==> config.mk <==
export PLATFORM = sky130hd
export DESIGN_NAME = boi_barrier_port
export DESIGN_NICKNAME = d
export VERILOG_FILES = /design/src/logic/boi_pkg.sv /design/src/logic/boi_barrier_port.sv
export SDC_FILE = /design/constraint.sdc
export NUM_CORES = 2
export LEC_CHECK = 0
export BUFFER_PORTS_ARGS = -buffer_cell sky130_fd_sc_hd__buf_2
export CELL_PAD_IN_SITES_DETAIL_PLACEMENT = 0
export CELL_PAD_IN_SITES_GLOBAL_PLACEMENT = 1
export CORE_UTILIZATION = 30
export DETAILED_ROUTE_END_ITERATION = 8
export PLACE_DENSITY_LB_ADDON = 0.05
export SYNTH_ARGS = -nofsm -noshare
export SYNTH_HDL_FRONTEND = slang
export SYNTH_SLANG_ARGS = --single-unit
export TNS_END_PERCENT = 50
==> constraint.sdc <==
create_clock -name clk_sys -period 6.85 [get_ports clk_sys]
set_input_delay 1.37 -clock clk_sys [delete_from_list [all_inputs] [get_ports clk_sys]]
set_output_delay 1.37 -clock clk_sys [all_outputs]
set_load 0.02 [all_outputs]
==> src/logic/boi_pkg.sv <==
package boi_pkg;
    // Write barriers the slave port absorbs without blocking write traffic
    localparam int unsigned BOI_BAR_MAX = 256;
    // Pointer width of the write barrier queue
    localparam int unsigned BOI_PTR_W = 8;
    // Width of the outstanding transaction and snoop counters
    localparam int unsigned BOI_CNT_W = 16;
    // Counter reset value
    localparam logic [15:0] BOI_CNT_RST = 16'h0000;
    // Barrier engine states, one-hot
    typedef enum logic [3:0] {
        BOI_ST_IDLE  = 4'b0001, // No read barrier held
        BOI_ST_PAIR  = 4'b0010, // Read barrier held, waiting for write half
        BOI_ST_DRAIN = 4'b0100, // Waiting for pre-barrier traffic and snoops
        BOI_ST_RESP  = 4'b1000  // Returning both barrier responses
    } boi_state_t;
endpackage

==> src/logic/boi_barrier_port.sv <==
`timescale 1ns/1ps
`default_nettype none
// How it works
// - Read channel stalls until both barrier halves are answered
// - Absorb 256 write barriers, writes keep flowing
// - Read barrier may stall read address channel
// - Overlapping traffic always takes one path
// - Barrier pairs leave in one order, unmixed
// - Every coherent slave port meets acceptance duties
// - Barrier never overtakes barrier-respecting traffic
// - Barrier covers everything observed before it
// - Non-barrier traffic may pass unanswered barrier
// - Hold read barrier: pair, snoops, writes
// - Device hazard check spans whole peripheral
// - Unknown peripheral range orders all accesses
// - Snoop answer only after write observed
// - Observation point is snoop response handshake
module boi_barrier_port
    import boi_pkg::*;
#(
    parameter int unsigned ID_W = 4,
    parameter int unsigned ADDR_W = 32,
    parameter int unsigned DATA_W = 32
) (
    input wire logic clk_sys,
    input wire logic rst,
    // Upstream read address
    input wire logic s_ar_valid,
    output logic s_ar_ready,
    input wire logic [ID_W-1:0] s_ar_id,
    input wire logic [ADDR_W-1:0] s_ar_addr,
    input wire logic s_ar_bar,
    // Upstream write address
    input wire logic s_aw_valid,
    output logic s_aw_ready,
    input wire logic [ID_W-1:0] s_aw_id,
    input wire logic [ADDR_W-1:0] s_aw_addr,
    input wire logic s_aw_bar,
    // Upstream read data
    output logic s_r_valid,
    input wire logic s_r_ready,
    output logic [ID_W-1:0] s_r_id,
    output logic [DATA_W-1:0] s_r_data,
    output logic s_r_last,
    // Upstream write response
    output logic s_b_valid,
    input wire logic s_b_ready,
    output logic [ID_W-1:0] s_b_id,
    // Downstream read address
    output logic m_ar_valid,
    input wire logic m_ar_ready,
    output logic [ID_W-1:0] m_ar_id,
    output logic [ADDR_W-1:0] m_ar_addr,
    // Downstream write address
    output logic m_aw_valid,
    input wire logic m_aw_ready,
    output logic [ID_W-1:0] m_aw_id,
    output logic [ADDR_W-1:0] m_aw_addr,
    // Downstream read data
    input wire logic m_r_valid,
    output logic m_r_ready,
    input wire logic [ID_W-1:0] m_r_id,
    input wire logic [DATA_W-1:0] m_r_data,
    input wire logic m_r_last,
    // Downstream write response
    input wire logic m_b_valid,
    output logic m_b_ready,
    input wire logic [ID_W-1:0] m_b_id,
    // Snoop traffic seen by the fabric
    input wire logic snp_issue,
    input wire logic cr_valid,
    output logic cr_ready,
    // Barrier engine busy
    output logic bar_busy
);
    boi_state_t state_reg; // Barrier engine state
    logic [ID_W-1:0] rbar_id_reg; // ID of the held read barrier
    logic [ID_W-1:0] wbar_mem [BOI_BAR_MAX]; // Queued write barrier IDs
    logic [BOI_PTR_W-1:0] wq_wr_reg, wq_rd_reg; // Queue write and read pointers
    logic [BOI_PTR_W:0] wq_cnt_reg; // Queued write barriers
    logic [BOI_CNT_W-1:0] rd_out_reg, wr_out_reg; // Reads and writes outstanding downstream
    logic [BOI_CNT_W-1:0] snp_out_reg; // Snoops awaiting response
    logic [BOI_CNT_W-1:0] pre_rd_reg, pre_wr_reg, pre_snp_reg; // Pre-barrier work left
    logic r_done_reg, b_done_reg; // Barrier read and write responses sent
    logic m_ar_valid_reg, m_aw_valid_reg; // Downstream address slices full
    logic s_r_valid_reg, s_b_valid_reg; // Upstream answer slots full
    logic ar_take, aw_take; // Upstream address handshakes
    logic ar_fwd_ok, aw_fwd_ok; // Address slices can accept
    logic rd_sent, wr_sent; // Downstream address handshakes
    logic rd_done, wr_done; // Last read beat and write response returned
    logic snp_done; // Snoop response handshake
    logic r_ins, b_ins; // Insert barrier read and write responses
    logic r_load, b_load; // Upstream answer slots load
    logic drained; // All pre-barrier obligations met

    // Handshake terms
    always_comb begin
        ar_fwd_ok = !m_ar_valid_reg || m_ar_ready;
        aw_fwd_ok = !m_aw_valid_reg || m_aw_ready;
        // Barrier halts reads until the engine is free
        s_ar_ready = (state_reg == BOI_ST_IDLE) && (s_ar_bar || ar_fwd_ok);
        // Write barriers queue; writes never wait on a barrier
        s_aw_ready = s_aw_bar ? (wq_cnt_reg < (BOI_PTR_W+1)'(BOI_BAR_MAX))
            : aw_fwd_ok;
        ar_take = s_ar_valid && s_ar_ready;
        aw_take = s_aw_valid && s_aw_ready;
        rd_sent = m_ar_valid_reg && m_ar_ready;
        wr_sent = m_aw_valid_reg && m_aw_ready;
        rd_done = m_r_valid && m_r_ready && m_r_last;
        wr_done = m_b_valid && m_b_ready;
        cr_ready = 1'b1;
        snp_done = cr_valid;
        r_ins = (state_reg == BOI_ST_RESP) && !r_done_reg && (!s_r_valid_reg || s_r_ready);
        b_ins = (state_reg == BOI_ST_RESP) && !b_done_reg && (!s_b_valid_reg || s_b_ready);
        // Barrier responses take priority over pass-through answers
        m_r_ready = (!s_r_valid_reg || s_r_ready) && !r_ins;
        m_b_ready = (!s_b_valid_reg || s_b_ready) && !b_ins;
        r_load = r_ins || (m_r_valid && m_r_ready);
        b_load = b_ins || (m_b_valid && m_b_ready);
        drained = (pre_rd_reg == BOI_CNT_RST) && (pre_wr_reg == BOI_CNT_RST)
            && (pre_snp_reg == BOI_CNT_RST);
        bar_busy = (state_reg != BOI_ST_IDLE);
        m_ar_valid = m_ar_valid_reg; // Registered outputs, one instance per coherent port
        m_aw_valid = m_aw_valid_reg;
        s_r_valid = s_r_valid_reg;
        s_b_valid = s_b_valid_reg;
    end

    // Downstream read address slice, the only read path
    always_ff @(posedge clk_sys) begin
        if (rst) begin
            m_ar_valid_reg <= 1'b0;
            m_ar_id <= '0;
            m_ar_addr <= '0;
        end else if (ar_take && !s_ar_bar) begin
            m_ar_valid_reg <= 1'b1;
            m_ar_id <= s_ar_id;
            m_ar_addr <= s_ar_addr;
        end else if (m_ar_ready) begin
            m_ar_valid_reg <= 1'b0;
        end
    end

    // Downstream write address slice, the only write path
    always_ff @(posedge clk_sys) begin
        if (rst) begin
            m_aw_valid_reg <= 1'b0;
            m_aw_id <= '0;
            m_aw_addr <= '0;
        end else if (aw_take && !s_aw_bar) begin
            m_aw_valid_reg <= 1'b1;
            m_aw_id <= s_aw_id;
            m_aw_addr <= s_aw_addr;
        end else if (m_aw_ready) begin
            m_aw_valid_reg <= 1'b0;
        end
    end

    // Write barrier queue in arrival order, pointers and fill count
    always_ff @(posedge clk_sys) begin
        if (rst) begin
            wq_wr_reg <= '0;
            wq_rd_reg <= '0;
            wq_cnt_reg <= '0;
        end else begin
            if (aw_take && s_aw_bar) begin
                wbar_mem[wq_wr_reg] <= s_aw_id;
                wq_wr_reg <= wq_wr_reg + 1'b1;
            end
            // Oldest write half pairs with the held read half
            if (b_ins) begin
                wq_rd_reg <= wq_rd_reg + 1'b1;
            end
            wq_cnt_reg <= wq_cnt_reg + (BOI_PTR_W+1)'(aw_take && s_aw_bar)
                - (BOI_PTR_W+1)'(b_ins);
        end
    end

    // Outstanding traffic and snoop counters
    always_ff @(posedge clk_sys) begin
        if (rst) begin
            rd_out_reg <= BOI_CNT_RST;
            wr_out_reg <= BOI_CNT_RST;
            snp_out_reg <= BOI_CNT_RST;
        end else begin
            rd_out_reg <= rd_out_reg + BOI_CNT_W'(rd_sent) - BOI_CNT_W'(rd_done);
            wr_out_reg <= wr_out_reg + BOI_CNT_W'(wr_sent) - BOI_CNT_W'(wr_done);
            snp_out_reg <= snp_out_reg + BOI_CNT_W'(snp_issue) - BOI_CNT_W'(snp_done);
        end
    end

    // Barrier engine
    always_ff @(posedge clk_sys) begin
        if (rst) begin
            state_reg <= BOI_ST_IDLE;
            rbar_id_reg <= '0;
            pre_rd_reg <= BOI_CNT_RST;
            pre_wr_reg <= BOI_CNT_RST;
            pre_snp_reg <= BOI_CNT_RST;
            r_done_reg <= 1'b0;
            b_done_reg <= 1'b0;
        end else begin
            case (state_reg)
                BOI_ST_IDLE: begin
                    // Take a read barrier and hold the read channel
                    if (ar_take && s_ar_bar) begin
                        rbar_id_reg <= s_ar_id;
                        state_reg <= BOI_ST_PAIR;
                    end
                end
                BOI_ST_PAIR: begin
                    // Write half present: freeze the pre-barrier set
                    if (wq_cnt_reg != '0) begin
                        // Every observed access counts, any address
                        // A completion on this very edge must not be waited for again
                        pre_rd_reg <= rd_out_reg + BOI_CNT_W'(m_ar_valid_reg)
                            - BOI_CNT_W'(rd_done);
                        pre_wr_reg <= wr_out_reg + BOI_CNT_W'(m_aw_valid_reg)
                            - BOI_CNT_W'(wr_done);
                        pre_snp_reg <= snp_out_reg - BOI_CNT_W'(snp_done);
                        state_reg <= BOI_ST_DRAIN;
                    end
                end
                BOI_ST_DRAIN: begin
                    // Count down completions; later traffic may overtake
                    if (rd_done && pre_rd_reg != BOI_CNT_RST) begin
                        pre_rd_reg <= pre_rd_reg - 1'b1;
                    end
                    if (wr_done && pre_wr_reg != BOI_CNT_RST) begin
                        pre_wr_reg <= pre_wr_reg - 1'b1;
                    end
                    if (snp_done && pre_snp_reg != BOI_CNT_RST) begin
                        pre_snp_reg <= pre_snp_reg - 1'b1;
                    end
                    if (drained) begin
                        r_done_reg <= 1'b0;
                        b_done_reg <= 1'b0;
                        state_reg <= BOI_ST_RESP;
                    end
                end
                BOI_ST_RESP: begin
                    // Both halves answered before the next pair starts
                    r_done_reg <= r_done_reg || r_ins;
                    b_done_reg <= b_done_reg || b_ins;
                    if ((r_done_reg || r_ins) && (b_done_reg || b_ins)) begin
                        state_reg <= BOI_ST_IDLE;
                    end
                end
                default: begin
                    state_reg <= BOI_ST_IDLE;
                end
            endcase
        end
    end

    // Upstream read data slot
    always_ff @(posedge clk_sys) begin
        if (rst) begin
            s_r_valid_reg <= 1'b0;
            s_r_id <= '0;
            s_r_data <= '0;
            s_r_last <= 1'b0;
        end else if (r_ins) begin
            // Barrier read answer: single beat, zero data
            s_r_valid_reg <= 1'b1;
            s_r_id <= rbar_id_reg;
            s_r_data <= '0;
            s_r_last <= 1'b1;
        end else if (r_load) begin
            s_r_valid_reg <= 1'b1;
            s_r_id <= m_r_id;
            s_r_data <= m_r_data;
            s_r_last <= m_r_last;
        end else if (s_r_ready) begin
            s_r_valid_reg <= 1'b0;
        end
    end

    // Upstream write response slot
    always_ff @(posedge clk_sys) begin
        if (rst) begin
            s_b_valid_reg <= 1'b0;
            s_b_id <= '0;
        end else if (b_ins) begin
            s_b_valid_reg <= 1'b1;
            s_b_id <= wbar_mem[wq_rd_reg];
        end else if (b_load) begin
            s_b_valid_reg <= 1'b1;
            s_b_id <= m_b_id;
        end else if (s_b_ready) begin
            s_b_valid_reg <= 1'b0;
        end
    end
endmodule
`default_nettype wire

== Yosys cells after proc, flatten, opt, wreduce, memory -nomap -nowiden ==
Memories as Yosys holds them, arrays and structs flattened. A register that Yosys moved wholly into a read port is not among the register bits.
Index checks and enable logic that the tools add are counted.
Word-level totals
  register bits: 248
  memories: 1
  output and inout port bits: 123
  bits in writable memories: 1024
Cells by class
  order comparisons: 1
  muxes and demuxes: 39
  eq/ne operators: 12
  reductions and logical operators: 65
  $add $sub $neg: 18
Memory list
  wbar_mem: words 256, bits a word 4, read ports 1, clocked after Yosys merged registers in 1, write ports 1, line boi_barrier_port.sv:78  | logic [ID_W-1:0] wbar_mem [BOI_BAR_MAX];
Operator list (number)
  2-to-1 mux 16 bit: 6
  one-hot mux 16 bit (2 select lines): 3
  subtractor 16 x 1 -> 16 bit: 6
  adder 16 x 1 -> 16 bit: 5
  logical NOT 16 bit: 3
  nonzero test 16 bit: 3
  subtractor 16 x 1 -> 16 bit (second input constant): 3
  2-to-1 mux 4 bit: 8
  logical AND 1 bit: 24
  2-to-1 mux 1 bit: 17
  adder 8 x 1 -> 8 bit (second input constant): 2
  2-to-1 mux 8 bit: 2
  one-hot mux 4 bit (4 select lines): 1
  nonzero test 2 bit: 6
  logical NOT 1 bit: 10
  inequality test 2 bit (second input constant): 5
  adder 9 x 1 -> 9 bit: 1
  logical OR 1 bit: 9
  < comparator 9 bit (second input constant): 1
  AND reduction 3 bit: 3
  nonzero test 9 bit: 1
  subtractor 9 x 1 -> 9 bit: 1
  nonzero test 3 bit: 2
  == test 4 x 1 -> 1 bit (second input constant): 1
  9 further kinds: 12

== Depth between registers and ports, before layout ==
  depth in word-level cells: 10
  mapped depth: 16
  depth with buffers taken out: 15

== Worst setup path before layout ==
Ideal clock, no wire load.
  path kind: input -> register
  start point: in s_b_ready
  end point: reg wq_cnt_reg[8]
  arrival: 4.089 ns
  cell stages on the path: 16
  library setup time: 0.121 ns
  slack: 2.640 ns
  path through: nand2b_1 > nand3_1 > clkbuf_1 > inv_1 > clkbuf_1 > ha_1 > inv_1 > ha_1 > fa_1 > a21oi_1 > o21bai_1 > a21oi_1 > o21bai_1 > a21oi_1 > o21bai_1 > mux2_2
Between the ends
  cells in the longest elaborated chain, start to end: 3
Ends and longest elaborated chain
  start, declared: line boi_barrier_port.sv:47  | input wire logic s_b_ready,
  logical OR 1 bit: line boi_barrier_port.sv:114  | b_ins = (state_reg == BOI_ST_RESP) && !b_done_reg && (!s_b_valid_reg || s_b_ready);
  logical AND 1 bit: line boi_barrier_port.sv:114
  named net b_ins: line boi_barrier_port.sv:92  | logic r_ins, b_ins;
  subtractor 9 x 1 -> 9 bit: line boi_barrier_port.sv:175  | - (BOI_PTR_W+1)'(b_ins);
  end signal, assigned: line boi_barrier_port.sv:174  | wq_cnt_reg <= wq_cnt_reg + (BOI_PTR_W+1)'(aw_take && s_aw_bar)
  end, declared: line boi_barrier_port.sv:80  | logic [BOI_PTR_W:0] wq_cnt_reg;
The timed path passes the listed nets, and every way through them passes these cells.
A chain may end at the register's enable or synchronous reset.

== Worst setup path after layout ==
  start point: in s_b_ready
  end point: reg wq_cnt_reg[8]
Between the ends
  cells in the longest elaborated chain, start to end: 3
Ends and longest elaborated chain (line)
  logical OR 1 bit: boi_barrier_port.sv:114
  logical AND 1 bit: boi_barrier_port.sv:114
  subtractor 9 x 1 -> 9 bit: boi_barrier_port.sv:175
No other way between the ends.

==> reports/metrics.cfg <==
[outcome]
status = finished, final reports clean

[routing]
wl_per_cell_um = 24.6
dr.pass1.iters = 5
drt_first_iter_violations = 2161
ant_nets = 0
drcViolationCount = 0
wl_um = 161000
viasPerCell = 4.93
num_vias = 32200

[worst_setup_path]
r2r_start = state_reg[3]
crit_fanout = 12
arrival_ns = 4.79
worstSetupPathType = input pin to flip-flop
startpoint = s_b_ready
crit_required_ns = 7.53
worstSetupStartpointType = input pin
endpoint_kind = flip-flop

[synthesis]
synth_top_area_share_pct = 56.7
yosys.area.top_type = edfxtp_1
synth-async-reset-ratio_pct = 0
synth_warnings = 0
synth_adder_area_share_pct = 2.21
synth_ff_type = edfxtp_1
synth_top_family_by_area = multiplexers
ys_types = 81
synth_compound_gate_area_share_pct = 6.65
synth_nets = 4025
synth-xor-area-share_pct = 1.41
synth_edf_count = 1024
synth_mux_area_share_pct = 12.4
synth_cells = 3806
syn_area_um2 = 54200
synth-seq-cells = 1280
synth_area_leaders = edfxtp_1 57%, mux4_2 9.6%, dfxtp_1 9.5%
synthSimpleGateAreaFrac_pct = 8.53
ys_seq_area_share_pct = 66.2
syn_area_per_cell_um2 = 14.2

[timing]
maxSlewViolCount = 0
worst_pin_slew_ns = 1.07
rsz0062_at_grt = no
fin_crit_ns = 4.12
fin_tns_setup_ns = 0
setup_viol = 0
timing.final.crit_share_pct = 60.1
hold_viol = 0
fin_skew_ns = 0.0424
slew_headroom_pct = 28.6
max_freq_mhz = 243
hold_ws_ns = 0.450

[global_routing]
grt_pass1_wl_um = 235000
overflow = 0
grt_max_degree = 159
track_usage_pct = 17.6
grt_pass1_vias = 33200
antenna_found_initial = 2

[cts]
numCtsBuffers = 153
insertion_delay_ns = 0.80
clock-root-buffer = clkbuf_16
clk_pin_slew_worst_paths_ns = 0.06
cts_tree = yes
htree_levels = 4
cts_sinks = 1280
post_cts_resized = 0
cts.path.max_buffers = 3
post-cts-setup-buffer-count = 0
cts_hold_buf = 0

[layout]
area_growth_pct = 16.1
layout_common_cells = 1024 x edfxtp_1, 371 x nand2_1, 369 x nor2_1
regMostFlops = wbar_mem
largest_register_ff_count = 1024
drive_gt1_share_pct = 19.3
final_common_cell = edfxtp_1
layout.nets = 4262

[floorplanning]
pin_count = 250
dieHeight_um = 427
coreArea_um2 = 179000
die-area_um2 = 182000
rows = 155
dieWidth_um = 427
start_util_pct = 30.3

[place]
gp_congestion = 0.741
io_buffers = 248
hpwl_um = 101000

[hold_path]
min_from = s_r_data[0]
hold_path_class = flip-flop to flip-flop

[pwr]
power.leakage_nw = 20.4
peakVddDrop_uv = 213
cellPowerDensity_nw_per_um2 = 320

[job]
maxCapViolations = 0

## final cells by class
| class | instances | area (um^2) |
|---|---|---|
| clock buffers | 201 | 4090 |
| fillers | 17400 | 116000 |
| diodes | 1 | 2.50 |
| clock inverters | 78 | 840 |
| multi-input cells | 2190 | 16900 |
| inverters | 103 | 387 |
| repair buffers | 315 | 1880 |
| flip-flops and latches | 1280 | 35900 |
| well taps | 2355 | 2950 |
## metrics by stage
| stage | utilization (%) | power [W] | cell area, um^2 | cells | worst slack (ns) |
|---|---|---|---|---|---|
| 2_1_floorplan | - | 0.0113 | 54200 | 3806 | 2.64 |
| 3_3_place_gp | 32.4 | 0.0124 | 58000 | 6243 | 1.96 |
| 3_5_place_dp | 32.4 | 0.0123 | 58000 | 6243 | 1.93 |
| 4_1_cts | 35.2 | 0.0205 | 63000 | 6522 | 2.74 |
| 5_1_grt | 35.2 | 0.0211 | 63000 | 6523 | 2.52 |
| 6_report | 35.2 | 0.0201 | 63000 | 6523 | 2.73 |
## per-layer routing
metal / part of all wire (%) / global-route usage [%] / wire, um
met1: 47 / 24.2 / 74900
met2: 47 / 28.6 / 76200
met3: 3.7 / 2.89 / 5980
met5: 0 / 0 / 0
met4: 2.2 / 4.77 / 3510
## final timing paths
path              slack, ns             to  depth (start not counted)
setup / recovery       2.73  wq_cnt_reg[8]                         15
hold / removal         0.45    s_r_data[0]                          2
setup reg to reg       2.77  wq_cnt_reg[8]                         14
hold reg to reg        0.45    s_r_data[0]                          2
## kinds of logic after synthesis
logic type / Yosys count
and+or+nand+nor: 1044
muxes: 381
other: 1
DFF: 1280
buffers and inverters: 336
xor gates and xnor gates: 87
adders and majority gates: 92
AOI/OAI and AO/OA: 585
## Yosys cell counts, types with 22 or more instances
master,n
ha_1,86
o22ai_1,46
a21o_1,27
mux2i_1,143
xor2_1,31
a211oi_1,22
edfxtp_1,1024
buf_2,33
nand2_1,372
mux4_2,231
a22oi_1,25
dfxtp_1,256
nor2b_1,32
nor2_1,369
nor3_1,89
clkbuf_1,162
xnor2_1,56
a21oi_1,238
nand3_1,51
o21ai_0,89
inv_1,102
## worst max-delay path: stages
cell      delay [ns]
buf_2           0.11
nand2b_1        0.19
nand3_1         0.47
inv_1           0.46
ha_1            0.41
inv_1           0.04
ha_1            0.20
fa_1            0.44
a21oi_1         0.18
o21bai_1        0.11
a21oi_1         0.18
o21bai_1        0.11
a21oi_1         0.16
o21bai_1        0.08
mux2_2          0.27
## report_power, final
part	internal, W	total, W	switching, W
clock network	0.00463	0.00801	0.00339
logic	0.00136	0.00343	0.00208
registers	0.00857	0.00869	0.000118
total	0.0146	0.0201	0.00558
(Power assumes the default switching activity.)
